$ cat src/design/msi_pkg.sv
/*
  package for the multiply/increment execution slice: register offsets,
  field positions, reset values, opcode patterns, shift mode codes and the
  flag carrier. assumes a 32-bit AXI4-Lite register bus with word offsets.
*/
package msi_pkg;

  // register byte offsets, one aligned word each
  localparam logic [7:0] MSI_OFS_MCAND   = 8'h00; // multiplicand_reg
  localparam logic [7:0] MSI_OFS_OPLONG  = 8'h04; // operand_location_long
  localparam logic [7:0] MSI_OFS_OPSHORT = 8'h08; // operand_location_short
  localparam logic [7:0] MSI_OFS_MODE    = 8'h0C; // shift mode, object mode
  localparam logic [7:0] MSI_OFS_REPEAT  = 8'h10; // repeat_count
  localparam logic [7:0] MSI_OFS_ISSUE   = 8'h14; // opcode issue port
  localparam logic [7:0] MSI_OFS_PRODUCT = 8'h18; // product register
  localparam logic [7:0] MSI_OFS_FLAGS   = 8'h1C; // n z c v and illegal
  localparam logic [7:0] MSI_OFS_ACC     = 8'h20; // accumulator

  // field positions
  localparam int MSI_MODE_PM_LSB  = 0;  // product_shift_mode, 4 bits
  localparam int MSI_MODE_OBJ_BIT = 8;  // object_mode_bit
  localparam int MSI_FLG_N_BIT    = 0;
  localparam int MSI_FLG_Z_BIT    = 1;
  localparam int MSI_FLG_C_BIT    = 2;
  localparam int MSI_FLG_V_BIT    = 3;
  localparam int MSI_FLG_ILL_BIT  = 4;  // illegal issue, sticky

  // reset values
  localparam logic [31:0] MSI_RST_WORD  = 32'h0000_0000;
  localparam logic [15:0] MSI_RST_SHORT = 16'h0000;
  localparam logic [15:0] MSI_RST_RPT   = 16'h0000;

  // opcode patterns on the issue port
  localparam logic [15:0] MSI_OPC_MUL     = 16'h5665; // whole word
  localparam logic [7:0]  MSI_OPC_INC_HI  = 8'h0A;    // high byte only
  localparam logic [15:0] MSI_SHORT_MAX_P = 16'h7FFF; // largest positive
  localparam logic [15:0] MSI_SHORT_ONES  = 16'hFFFF;

  // product shift mode codes
  typedef enum logic [3:0] {
    MSI_PM_ZERO   = 4'b0000,
    MSI_PM_LEFT1  = 4'b0001,
    MSI_PM_LEFT4  = 4'b0010,
    MSI_PM_RIGHT1 = 4'b0011,
    MSI_PM_RIGHT2 = 4'b0100,
    MSI_PM_RIGHT3 = 4'b0101,
    MSI_PM_RIGHT4 = 4'b0110,
    MSI_PM_RIGHT5 = 4'b0111,
    MSI_PM_RIGHT6 = 4'b1000
  } msi_pm_e;

  // offset from a right code to its shift distance
  localparam logic [3:0] MSI_PM_RIGHT_BASE = 4'b0010;

  // axi response codes
  localparam logic [1:0] MSI_RESP_OKAY   = 2'b00;
  localparam logic [1:0] MSI_RESP_SLVERR = 2'b10;

  // status flags carried together
  typedef struct packed {
    logic v;
    logic c;
    logic z;
    logic n;
  } msi_flags_s;

endpackage

$ cat src/design/msi_alu.sv
/*
  multiply-low (signed x unsigned) and 16-bit increment execution slice,
  with its operands, product, flags and repeat count held in registers
  reached over AXI4-Lite. assumes the bus master keeps one write and one
  read outstanding at most and that all inputs are synchronous to i_clk.
  // Operation
  // - multiplicand signed, memory operand unsigned
  // - keep low 38 product bits, mode picks slice
  // - left four: temp 27..0 to 31..4, zero low
  // - left one: temp 30..0 to 31..1, zero bit0
  // - zero shift copies temp 31..0 unchanged
  // - right n loads temp 31+n down to n
  // - multiply opcode, object mode one, single cycle
  // - after repeat prefix clear count, run once
  // - zero flag set when result is zero
  // - carry set on carry out, else cleared
  // - overflow set on overflow, else unchanged
*/
// Added by the designer: the AXI4-Lite register port and the register offsets.
`timescale 1ns/1ps
module msi_alu (
  input  wire logic        i_clk,     // core clock, 10 MHz
  input  wire logic        i_rst_n,   // async reset, active low
  input  wire logic [7:0]  i_awaddr,  // write address
  input  wire logic        i_awvalid, // write address valid
  output logic             o_awready, // write address ready
  input  wire logic [31:0] i_wdata,   // write data
  input  wire logic [3:0]  i_wstrb,   // write byte strobes
  input  wire logic        i_wvalid,  // write data valid
  output logic             o_wready,  // write data ready
  output logic [1:0]       o_bresp,   // write response
  output logic             o_bvalid,  // write response valid
  input  wire logic        i_bready,  // write response ready
  input  wire logic [7:0]  i_araddr,  // read address
  input  wire logic        i_arvalid, // read address valid
  output logic             o_arready, // read address ready
  output logic [31:0]      o_rdata,   // read data
  output logic [1:0]       o_rresp,   // read response
  output logic             o_rvalid,  // read data valid
  input  wire logic        i_rready   // read data ready
);
  import msi_pkg::*;

  // architectural state
  logic [31:0] mcand_r;    // multiplicand_reg
  logic [31:0] oplong_r;   // operand_location_long
  logic [15:0] opshort_r;  // operand_location_short
  logic [3:0]  pm_r;       // product_shift_mode
  logic        object_mode_bit_r;  // object_mode_bit
  logic [15:0] rpt_r;      // repeat_count
  logic [31:0] product_r;  // product register
  logic [31:0] acc_r;      // accumulator, software owned
  msi_flags_s  flags_r;    // n z c v
  logic        ill_r;      // sticky illegal issue

  // bus write decode
  logic        wr_go;      // address and data taken together
  logic [31:0] wmask;      // byte strobes widened to bits
  logic        wr_hit;     // write address is mapped
  logic        mul_go;     // legal multiply issued this cycle
  logic        inc_go;     // increment issued this cycle
  logic        ill_go;     // multiply issued outside object mode 1

  // both channels are taken in one beat so the order never matters
  assign wr_go     = i_awvalid && i_wvalid && !o_bvalid;
  assign o_awready = wr_go;
  assign o_wready  = wr_go;
  assign wmask     = {{8{i_wstrb[3]}}, {8{i_wstrb[2]}},
                      {8{i_wstrb[1]}}, {8{i_wstrb[0]}}};

  // address decode for writes
  always_comb begin
    case (i_awaddr)
      MSI_OFS_MCAND, MSI_OFS_OPLONG, MSI_OFS_OPSHORT, MSI_OFS_MODE,
      MSI_OFS_REPEAT, MSI_OFS_ISSUE, MSI_OFS_FLAGS, MSI_OFS_ACC: begin
        wr_hit = 1'b1;
      end
      default: begin
        wr_hit = 1'b0; // product is read only, rest unmapped
      end
    endcase
  end

  // instruction issue: the opcode word written to the issue port
  logic issue_wr; // write to the issue port
  assign issue_wr = wr_go && (i_awaddr == MSI_OFS_ISSUE);
  assign mul_go   = issue_wr && (i_wdata[15:0] == MSI_OPC_MUL)
                    && object_mode_bit_r;
  assign ill_go   = issue_wr && (i_wdata[15:0] == MSI_OPC_MUL)
                    && !object_mode_bit_r;
  assign inc_go   = issue_wr && (i_wdata[15:8] == MSI_OPC_INC_HI);

  // multiply datapath, settled within the issuing cycle
  logic signed [64:0] full_prod; // exact signed x unsigned product
  logic [37:0]        temp;      // low 38 bits kept
  logic [37:0]        temp_shr;  // temp moved right by the mode
  logic [3:0]         rshift;    // right shift distance
  logic [31:0]        product_nxt;

  // zero-extending the operand makes it unsigned inside a signed multiply
  assign full_prod = $signed(mcand_r) * $signed({1'b0, oplong_r});
  assign temp      = full_prod[37:0];
  assign rshift    = pm_r - MSI_PM_RIGHT_BASE;
  assign temp_shr  = temp >> rshift;

  // slice selection by product_shift_mode
  always_comb begin
    case (pm_r)
      MSI_PM_LEFT4: begin
        product_nxt = {temp[27:0], 4'h0};
      end
      MSI_PM_LEFT1: begin
        product_nxt = {temp[30:0], 1'b0};
      end
      MSI_PM_RIGHT1, MSI_PM_RIGHT2, MSI_PM_RIGHT3,
      MSI_PM_RIGHT4, MSI_PM_RIGHT5, MSI_PM_RIGHT6: begin
        product_nxt = temp_shr[31:0];
      end
      default: begin
        product_nxt = temp[31:0]; // unused codes act as zero shift
      end
    endcase
  end

  // increment datapath
  logic [16:0] inc_sum; // carry in bit 16
  assign inc_sum = {1'b0, opshort_r} + 17'h0_0001;

  // software registers with strobes
  always_ff @(posedge i_clk or negedge i_rst_n) begin
    if (!i_rst_n) begin
      mcand_r   <= MSI_RST_WORD;
      oplong_r  <= MSI_RST_WORD;
      pm_r      <= MSI_PM_ZERO;
      object_mode_bit_r <= 1'b0;
      acc_r     <= MSI_RST_WORD;
    end else if (wr_go) begin
      case (i_awaddr)
        MSI_OFS_MCAND: begin
          mcand_r <= (mcand_r & ~wmask) | (i_wdata & wmask);
        end
        MSI_OFS_OPLONG: begin
          oplong_r <= (oplong_r & ~wmask) | (i_wdata & wmask);
        end
        MSI_OFS_MODE: begin
          if (i_wstrb[0]) begin
            pm_r <= i_wdata[MSI_MODE_PM_LSB +: 4];
          end
          if (i_wstrb[1]) begin
            object_mode_bit_r <= i_wdata[MSI_MODE_OBJ_BIT];
          end
        end
        MSI_OFS_ACC: begin
          acc_r <= (acc_r & ~wmask) | (i_wdata & wmask);
        end
        default: begin
          // other offsets handled elsewhere
        end
      endcase
    end
  end

  // short operand: software load or increment write-back
  always_ff @(posedge i_clk or negedge i_rst_n) begin
    if (!i_rst_n) begin
      opshort_r <= MSI_RST_SHORT;
    end else if (inc_go) begin
      opshort_r <= inc_sum[15:0];
    end else if (wr_go && i_awaddr == MSI_OFS_OPSHORT) begin
      opshort_r <= (opshort_r & ~wmask[15:0]) | (i_wdata[15:0] & wmask[15:0]);
    end
  end

  // product register, changed by the multiply alone, in one cycle
  always_ff @(posedge i_clk or negedge i_rst_n) begin
    if (!i_rst_n) begin
      product_r <= MSI_RST_WORD;
    end else if (mul_go) begin
      product_r <= product_nxt;
    end
  end

  // repeat count: a repeat prefix loads it, these instructions clear it
  always_ff @(posedge i_clk or negedge i_rst_n) begin
    if (!i_rst_n) begin
      rpt_r <= MSI_RST_RPT;
    end else if (mul_go || inc_go) begin
      rpt_r <= MSI_RST_RPT; // not repeatable: run once
    end else if (wr_go && i_awaddr == MSI_OFS_REPEAT) begin
      rpt_r <= (rpt_r & ~wmask[15:0]) | (i_wdata[15:0] & wmask[15:0]);
    end
  end

  // flags: increment updates, multiply leaves them alone
  always_ff @(posedge i_clk or negedge i_rst_n) begin
    if (!i_rst_n) begin
      flags_r <= '0;
    end else if (inc_go) begin
      flags_r.n <= inc_sum[15];
      flags_r.z <= (inc_sum[15:0] == '0);
      flags_r.c <= inc_sum[16];
      if (opshort_r == MSI_SHORT_MAX_P) begin
        flags_r.v <= 1'b1;
      end
    end else if (wr_go && i_awaddr == MSI_OFS_FLAGS && i_wstrb[0]) begin
      flags_r <= i_wdata[MSI_FLG_V_BIT:MSI_FLG_N_BIT];
    end
  end

  // illegal issue flag: set beats a write-one clear
  always_ff @(posedge i_clk or negedge i_rst_n) begin
    if (!i_rst_n) begin
      ill_r <= 1'b0;
    end else if (ill_go) begin
      ill_r <= 1'b1; // rejected outside object mode 1
    end else if (wr_go && i_awaddr == MSI_OFS_FLAGS && i_wstrb[0]
                 && i_wdata[MSI_FLG_ILL_BIT]) begin
      ill_r <= 1'b0;
    end
  end

  // write response, one cycle after the beat
  always_ff @(posedge i_clk or negedge i_rst_n) begin
    if (!i_rst_n) begin
      o_bvalid <= 1'b0;
      o_bresp  <= MSI_RESP_OKAY;
    end else if (wr_go) begin
      o_bvalid <= 1'b1;
      o_bresp  <= wr_hit ? MSI_RESP_OKAY : MSI_RESP_SLVERR;
    end else if (i_bready) begin
      o_bvalid <= 1'b0;
    end
  end

  // read path: mux then register
  logic [31:0] rd_mux; // selected word
  logic        rd_hit; // read address mapped
  assign o_arready = !o_rvalid;

  always_comb begin
    rd_hit = 1'b1;
    case (i_araddr)
      MSI_OFS_MCAND:   rd_mux = mcand_r;
      MSI_OFS_OPLONG:  rd_mux = oplong_r;
      MSI_OFS_OPSHORT: rd_mux = {16'h0000, opshort_r};
      MSI_OFS_MODE:    rd_mux = {23'h00_0000, object_mode_bit_r, 4'h0, pm_r};
      MSI_OFS_REPEAT:  rd_mux = {16'h0000, rpt_r};
      MSI_OFS_ISSUE:   rd_mux = MSI_RST_WORD; // write only port
      MSI_OFS_PRODUCT: rd_mux = product_r;
      MSI_OFS_FLAGS:   rd_mux = {27'h000_0000, ill_r, flags_r};
      MSI_OFS_ACC:     rd_mux = acc_r;
      default: begin
        rd_mux = MSI_RST_WORD;
        rd_hit = 1'b0; // unmapped reads zero with an error
      end
    endcase
  end

  // read data held until the master takes it
  always_ff @(posedge i_clk or negedge i_rst_n) begin
    if (!i_rst_n) begin
      o_rvalid <= 1'b0;
      o_rdata  <= MSI_RST_WORD;
      o_rresp  <= MSI_RESP_OKAY;
    end else if (i_arvalid && o_arready) begin
      o_rvalid <= 1'b1;
      o_rdata  <= rd_mux;
      o_rresp  <= rd_hit ? MSI_RESP_OKAY : MSI_RESP_SLVERR;
    end else if (i_rready) begin
      o_rvalid <= 1'b0;
    end
  end
endmodule

$ cat config.mk
export PLATFORM = sky130hd
export DESIGN_NAME = msi_alu
export DESIGN_NICKNAME = d
export VERILOG_FILES = /design/src/design/msi_pkg.sv /design/src/design/msi_alu.sv
export SDC_FILE = /design/constraint.sdc
export NUM_CORES = 2
export LEC_CHECK = 0
export ABC_AREA = 0
export BUFFER_PORTS_ARGS = -buffer_cell sky130_fd_sc_hd__buf_2
export CORE_ASPECT_RATIO = 1.1
export CORE_UTILIZATION = 52
export DETAILED_ROUTE_END_ITERATION = 16
export GPL_TIMING_DRIVEN = 0
export PLACE_DENSITY = 0.71
export SYNTH_ARGS = -nofsm -noshare
export SYNTH_HDL_FRONTEND = slang
export SYNTH_SLANG_ARGS = --single-unit
$ cat constraint.sdc
create_clock -name i_clk -period 8.4 [get_ports i_clk]
set_clock_uncertainty 0.15 [all_clocks]
set_input_delay 0.84 -clock i_clk [delete_from_list [all_inputs] [get_ports i_clk]]
set_output_delay 0.84 -clock i_clk [all_outputs]
set_load 0.05 [all_outputs]
### Word level (Yosys, flattened, before mapping)

Cells that the tools add are included.

| cells by class | value |
|---|---|
| $add $sub $neg | 2 |
| $mul | 1 |
| eq/ne operators | 27 |
| shifts and indexed selects | 1 |
| multiplexer cells | 19 |
| bitwise logic cells | 14 |
| reduce and logical (&&, ||, !) cells | 35 |

Operators by type and width:

| kind | number |
|---|---|
| $pmux W32 S8 | 1 |
| $and A32 B32 Y32 | 4 |
| $or A32 B32 Y32 | 3 |
| $pmux W32 S3 | 1 |
| $mux W16 | 4 |
| $eq A8 B5 Y1 const B | 7 |
| $and A16 B16 Y16 | 3 |
| $eq A8 B4 Y1 const B | 5 |
| $mul A32 B33 Y38 | 1 |
| $shr A38 B4 Y32 | 1 |
| $eq A16 B15 Y1 const B | 2 |
| $not A32 Y32 | 1 |
| $or A16 B16 Y16 | 2 |
| $add A16 B1 Y17 const B | 1 |
| $eq A4 B3 Y1 const B | 4 |
| $eq A8 B3 Y1 const B | 2 |
| $eq A8 B6 Y1 const B | 2 |
| $logic_not A16 Y1 | 1 |
| $logic_not A8 Y1 | 2 |
| $not A16 Y16 | 1 |
| $logic_and A1 B1 Y1 | 13 |
| $reduce_bool A2 Y1 | 6 |
| $mux W1 | 9 |
| $reduce_or A9 Y1 | 1 |
| 13 further kinds | 22 |

| storage, ports and cells | value |
|---|---|
| register bits | 208 |
| bits of input ports | 59 |
| output and inout port bits | 41 |
| logic and storage cells | 117 |

### Logic depth before layout (Yosys ltp)

| logic depth | value |
|---|---|
| depth after elaboration | 7 |
| gate-level depth with buffers | 31 |
| mapped depth without buffers | 29 |

### Least setup slack after synthesis

No wires, ideal clock.

| path | value |
|---|---|
| path type | reg2reg |
| from | reg (tool-made name) |
| to | reg product_r[29] |
| library setup time | 0.123 ns |
| data arrival time | 7.624 ns |
| required time | 8.127 ns |
| path slack | 0.503 ns |
| cell stages (with the launch flop) | 29 |
| path buffers | 3 |
| clock period less this slack | 7.897 ns |
| cell sequence | dfrtp_1 -> clkbuf_1 -> clkbuf_1 -> and2_1 -> fa_1 -> fa_1 -> fa_1 -> inv_1 -> fa_1 -> inv_1 -> fa_1 -> inv_1 -> fa_1 -> inv_1 -> fa_1 -> fa_1 -> ha_1 -> clkbuf_1 -> a21o_1 -> a31o_2 -> nand3_1 -> a21o_2 -> a211oi_2 -> o21ai_1 -> xnor2_1 -> mux4_2 -> mux2_2 -> a221oi_2 -> nor2_1 |

RTL lines:

| what | RTL line | RTL |
|---|---|---|
| end signal: assignment | msi_alu.sv:179 | `product_r <= product_nxt;` |
| end: declaration | msi_alu.sv:51 | `logic [31:0] product_r;` |

==> metrics.md <==
| Metric | Value |
|---|---|
| M3 GR Usage | between 7 and 8% |
| Shortest period the worst path allows | between 8 and 9 ns |
| Largest net degree at the start of global routing | 86 |
| Detail Route Antenna Nets | 0 |
| Run status | completed |
| Most common cell after layout, fill and taps aside | inv_1 |
| Static Leak | around 0.018 uW |
| FF-to-FF setup slack | ~0.069 ns |
| Maximum VDD drop | 0.139 mV |
| Kind of critical path | reg2reg |
| Rows | 97 |
| Final Instance Area | between 30000 and 40000 um^2 |
| Dpl hpwl | ~97000 um |
| Data required time of the worst path | 8.65 ns |
| Met1 usage | between 40 and 50% |
| Core ar. | 63800 um^2 |
| Slew margin rel. | 21.4% |
| Starting Density | 52.8% |
| Chip width | ~240 um |
| Sink Count | between 200 and 250 |
| Synth Flop Type | dfrtp_1 |
| Worst reg2reg path depth | 25 |
| CTS tree | built |
| Drc violations | 0 |
| Critical Path Start Type | register |
| Ports | 100 |
| DRT iter0 DRCs | 3059 |
| HP Class | in2async |
| Crit Path Max Fanout | 7 |
| WP data arrival | approximately 8.6 ns |
| Drt via density | approximately 6 |
| Worst-Skew Late Latency | roughly 0.52 ns |
| Share of cells above drive strength 1 | 15.4% |
| Final Max Slew Viols | 0 |
| Detailed-route wire length | 123000 um |
| H-tree Lvls | 1 |
| YS warnings | 0 |
| Hold buffers post-CTS | 0 |
| Flops & latches, synth | roughly 210 |
| Final std cells w/o fill | 4676 |
| Post-Syn Instances | roughly 3600 |
| Yosys cell types | between 90 and 100 |
| Fmax | about 0.12 GHz |
| Placed cells | approximately 4600 |
| CTS clock-pin slew for the worst setup and hold paths | ~0.070 ns |
| Die Y | between 200 and 300 um |
| Clk buf depth | 3 |
| First-pass GRT wire length | ~180000 um |
| Pre-Repair DR Iteration Count | 9 |
| Mapped Avg Cell Area | a little over 9 um^2 |
| RSZ-0062 raised after global routing | yes |
| Global routing usage on met2 | roughly 57% |
| Fillers | roughly 5700 |
| Avg WL per Cell | between 20 and 30 um |
| Post-synthesis sequential area ratio | 15.3% |
| # Max-Cap Violations | 0 |
| PortBufs | 96 |
| EDFF count, synth | 0 |
| Vias in the first global route | approximately 29000 |
| Gr busiest metal | met2 |
| Tot GR Track Use | between 30% and 40% |
| Routability cong. | around 1.0 |
| Most frequent cells in the layout | inv_1 (642), fa_1 (568), and2_1 (443) |
| Via count | between 20000 and 30000 |
| Period utilization | between 90% and 100% |
| P per Cell Area | between 50 and 60 nW/um^2 |
| Initial antenna violation count | 9 |
| Async S/R FF share, synth | 100% |
| DIE AREA | between 60000 and 70000 um^2 |
| Nets | about 4600 |
| # setup viols final | 0 |
| Final Hold Vio Count | 0 |
| Clock root buffer | clkbuf_16 |
| Cell Area, Placed | between 30000 and 40000 um^2 |
| Least-Margin Pin Slew | 1.17 ns |
| Worst setup EP type | register |
| Total grt overflow | 0 |
| Total CTS buffers | 20 |
| Synth-to-layout area growth | 11.7% |
| Syn Std Cell Area | 33700 um^2 |
[per-stage QoR]
stage | worst slack, ns | utilization [%] | power (uW) | hold WS [ns] | setup TNS (ns)
2_1_floorplan | 0.503 | - | 1120 | 0.298 | 0
3_3_place_gp | -1.43 | 55.2 | 1220 | 0.313 | -32.25
3_5_place_dp | -1.55 | 55.3 | 1230 | 0.324 | -34.67
4_1_cts | 0.00142 | 57.7 | 2190 | 0.0760 | 0
5_1_grt | -0.113 | 59.0 | 2250 | 0.0978 | -0.583
6_report | 0.0694 | 59.0 | 2200 | 0.0609 | 0
[area by class of cell]
| cell class | instances | area (um^2) | area share, % |
|---|---|---|---|
| well taps | 841 | 1050 | 2.79 |
| flip-flops and latches | 206 | 5210 | 13.8 |
| inverters | 648 | 2430 | 6.46 |
| plain buffers | 200 | 1380 | 3.65 |
| diodes | 5 | 12.5 | 0.0332 |
| repair buffers | 169 | 1100 | 2.92 |
| multi-input cells | 2571 | 25800 | 68.5 |
| clock buffers | 27 | 578 | 1.53 |
| clock inverters | 9 | 106 | 0.282 |
[where the power goes]
part / internal (uW) / switching [uW] / leakage, uW / total [uW]
registers: 1000 / 16.9 / 0.00277 / 1020
clock network: 549 / 418 / 0.000329 / 967
logic: 61.0 / 155 / 0.0153 / 216
total: 1610 / 590 / 0.0184 / 2200
[synthesized netlist by cell type (12+ instances only)]
library cell    n  share of area (%)
a21o_1         17               0.38
a21oi_1        93                1.4
a221oi_1       24               0.62
a22o_1         38               0.99
a22oi_1        79                1.8
a31oi_1        14               0.26
and2_1        445                8.3
and3_1         13               0.24
clkbuf_1      210                2.3
dfrtp_1       206                 15
fa_1          578                 34
ha_1          165                6.1
inv_1         646                7.2
mux2_2        104                3.5
mux2i_1        46                1.4
nand2_1       402                4.5
nand2b_1       13               0.24
nand3_1        54               0.80
nor2_1        103                1.1
nor2b_1        13               0.24
nor3_1         24               0.36
o211ai_1       12               0.27
o21ai_0        72                1.1
o22ai_1        13               0.24
xnor2_1        58                1.5
xor2_1         13               0.34
[critical path: stages (launching register included)]
cell and delay (ns):
dfrtp_2 0.53, buf_12 0.20, and2_4 0.14, fa_1 0.59, fa_1 0.44, fa_1 0.52, inv_2 0.04, fa_1 0.53
inv_1 0.05, fa_1 0.50, inv_2 0.04, fa_1 0.49, inv_2 0.04, fa_1 0.50, fa_1 0.56, ha_4 0.34
nand4_1 0.16, nor3_2 0.26, nand3_2 0.15, a211oi_4 0.37, mux2i_2 0.32, nor2_2 0.08, mux4_2 0.47, mux2_4 0.31
a221oi_4 0.33, nor2_1 0.08
[worst paths after layout]
path / startpoint / endpoint
max in group asynchronous: i_rst_n / async pin
worst max-delay path: register / product_r[29]
worst max register to register: register / product_r[29]
worst min-delay path: i_rst_n / async pin
min in group i_clk: register / register
worst min register to register: register / register
[kinds of logic after synthesis]
logic type	after synthesis	synth area share (%)
AND/OR/NAND/NOR	1118	16.9
buffers and inverters	872	9.77
adder cells (fa/ha/maj)	743	40.4
AO/OA/AOI/OAI	474	10.0
flip-flops	206	15.3
multiplexers	161	5.59
XOR/XNOR	73	1.96
other	1	0.0111
[metal layers]
metal  up-vias  wire length, um
met5         -                0
met4         0            11200
met3       420            13300
met2      1761            53900
met1     14300            44800
li1      11900                -
[what timing repair did]
action                     4_1_cts  5_1_grt
cloned                           0        0
pin swaps                       10       41
buffers inserted                31       40
resized for setup              254      223
setup endpoints to repair       32       29
No activity file was read; power rests on OpenSTA's default activity.
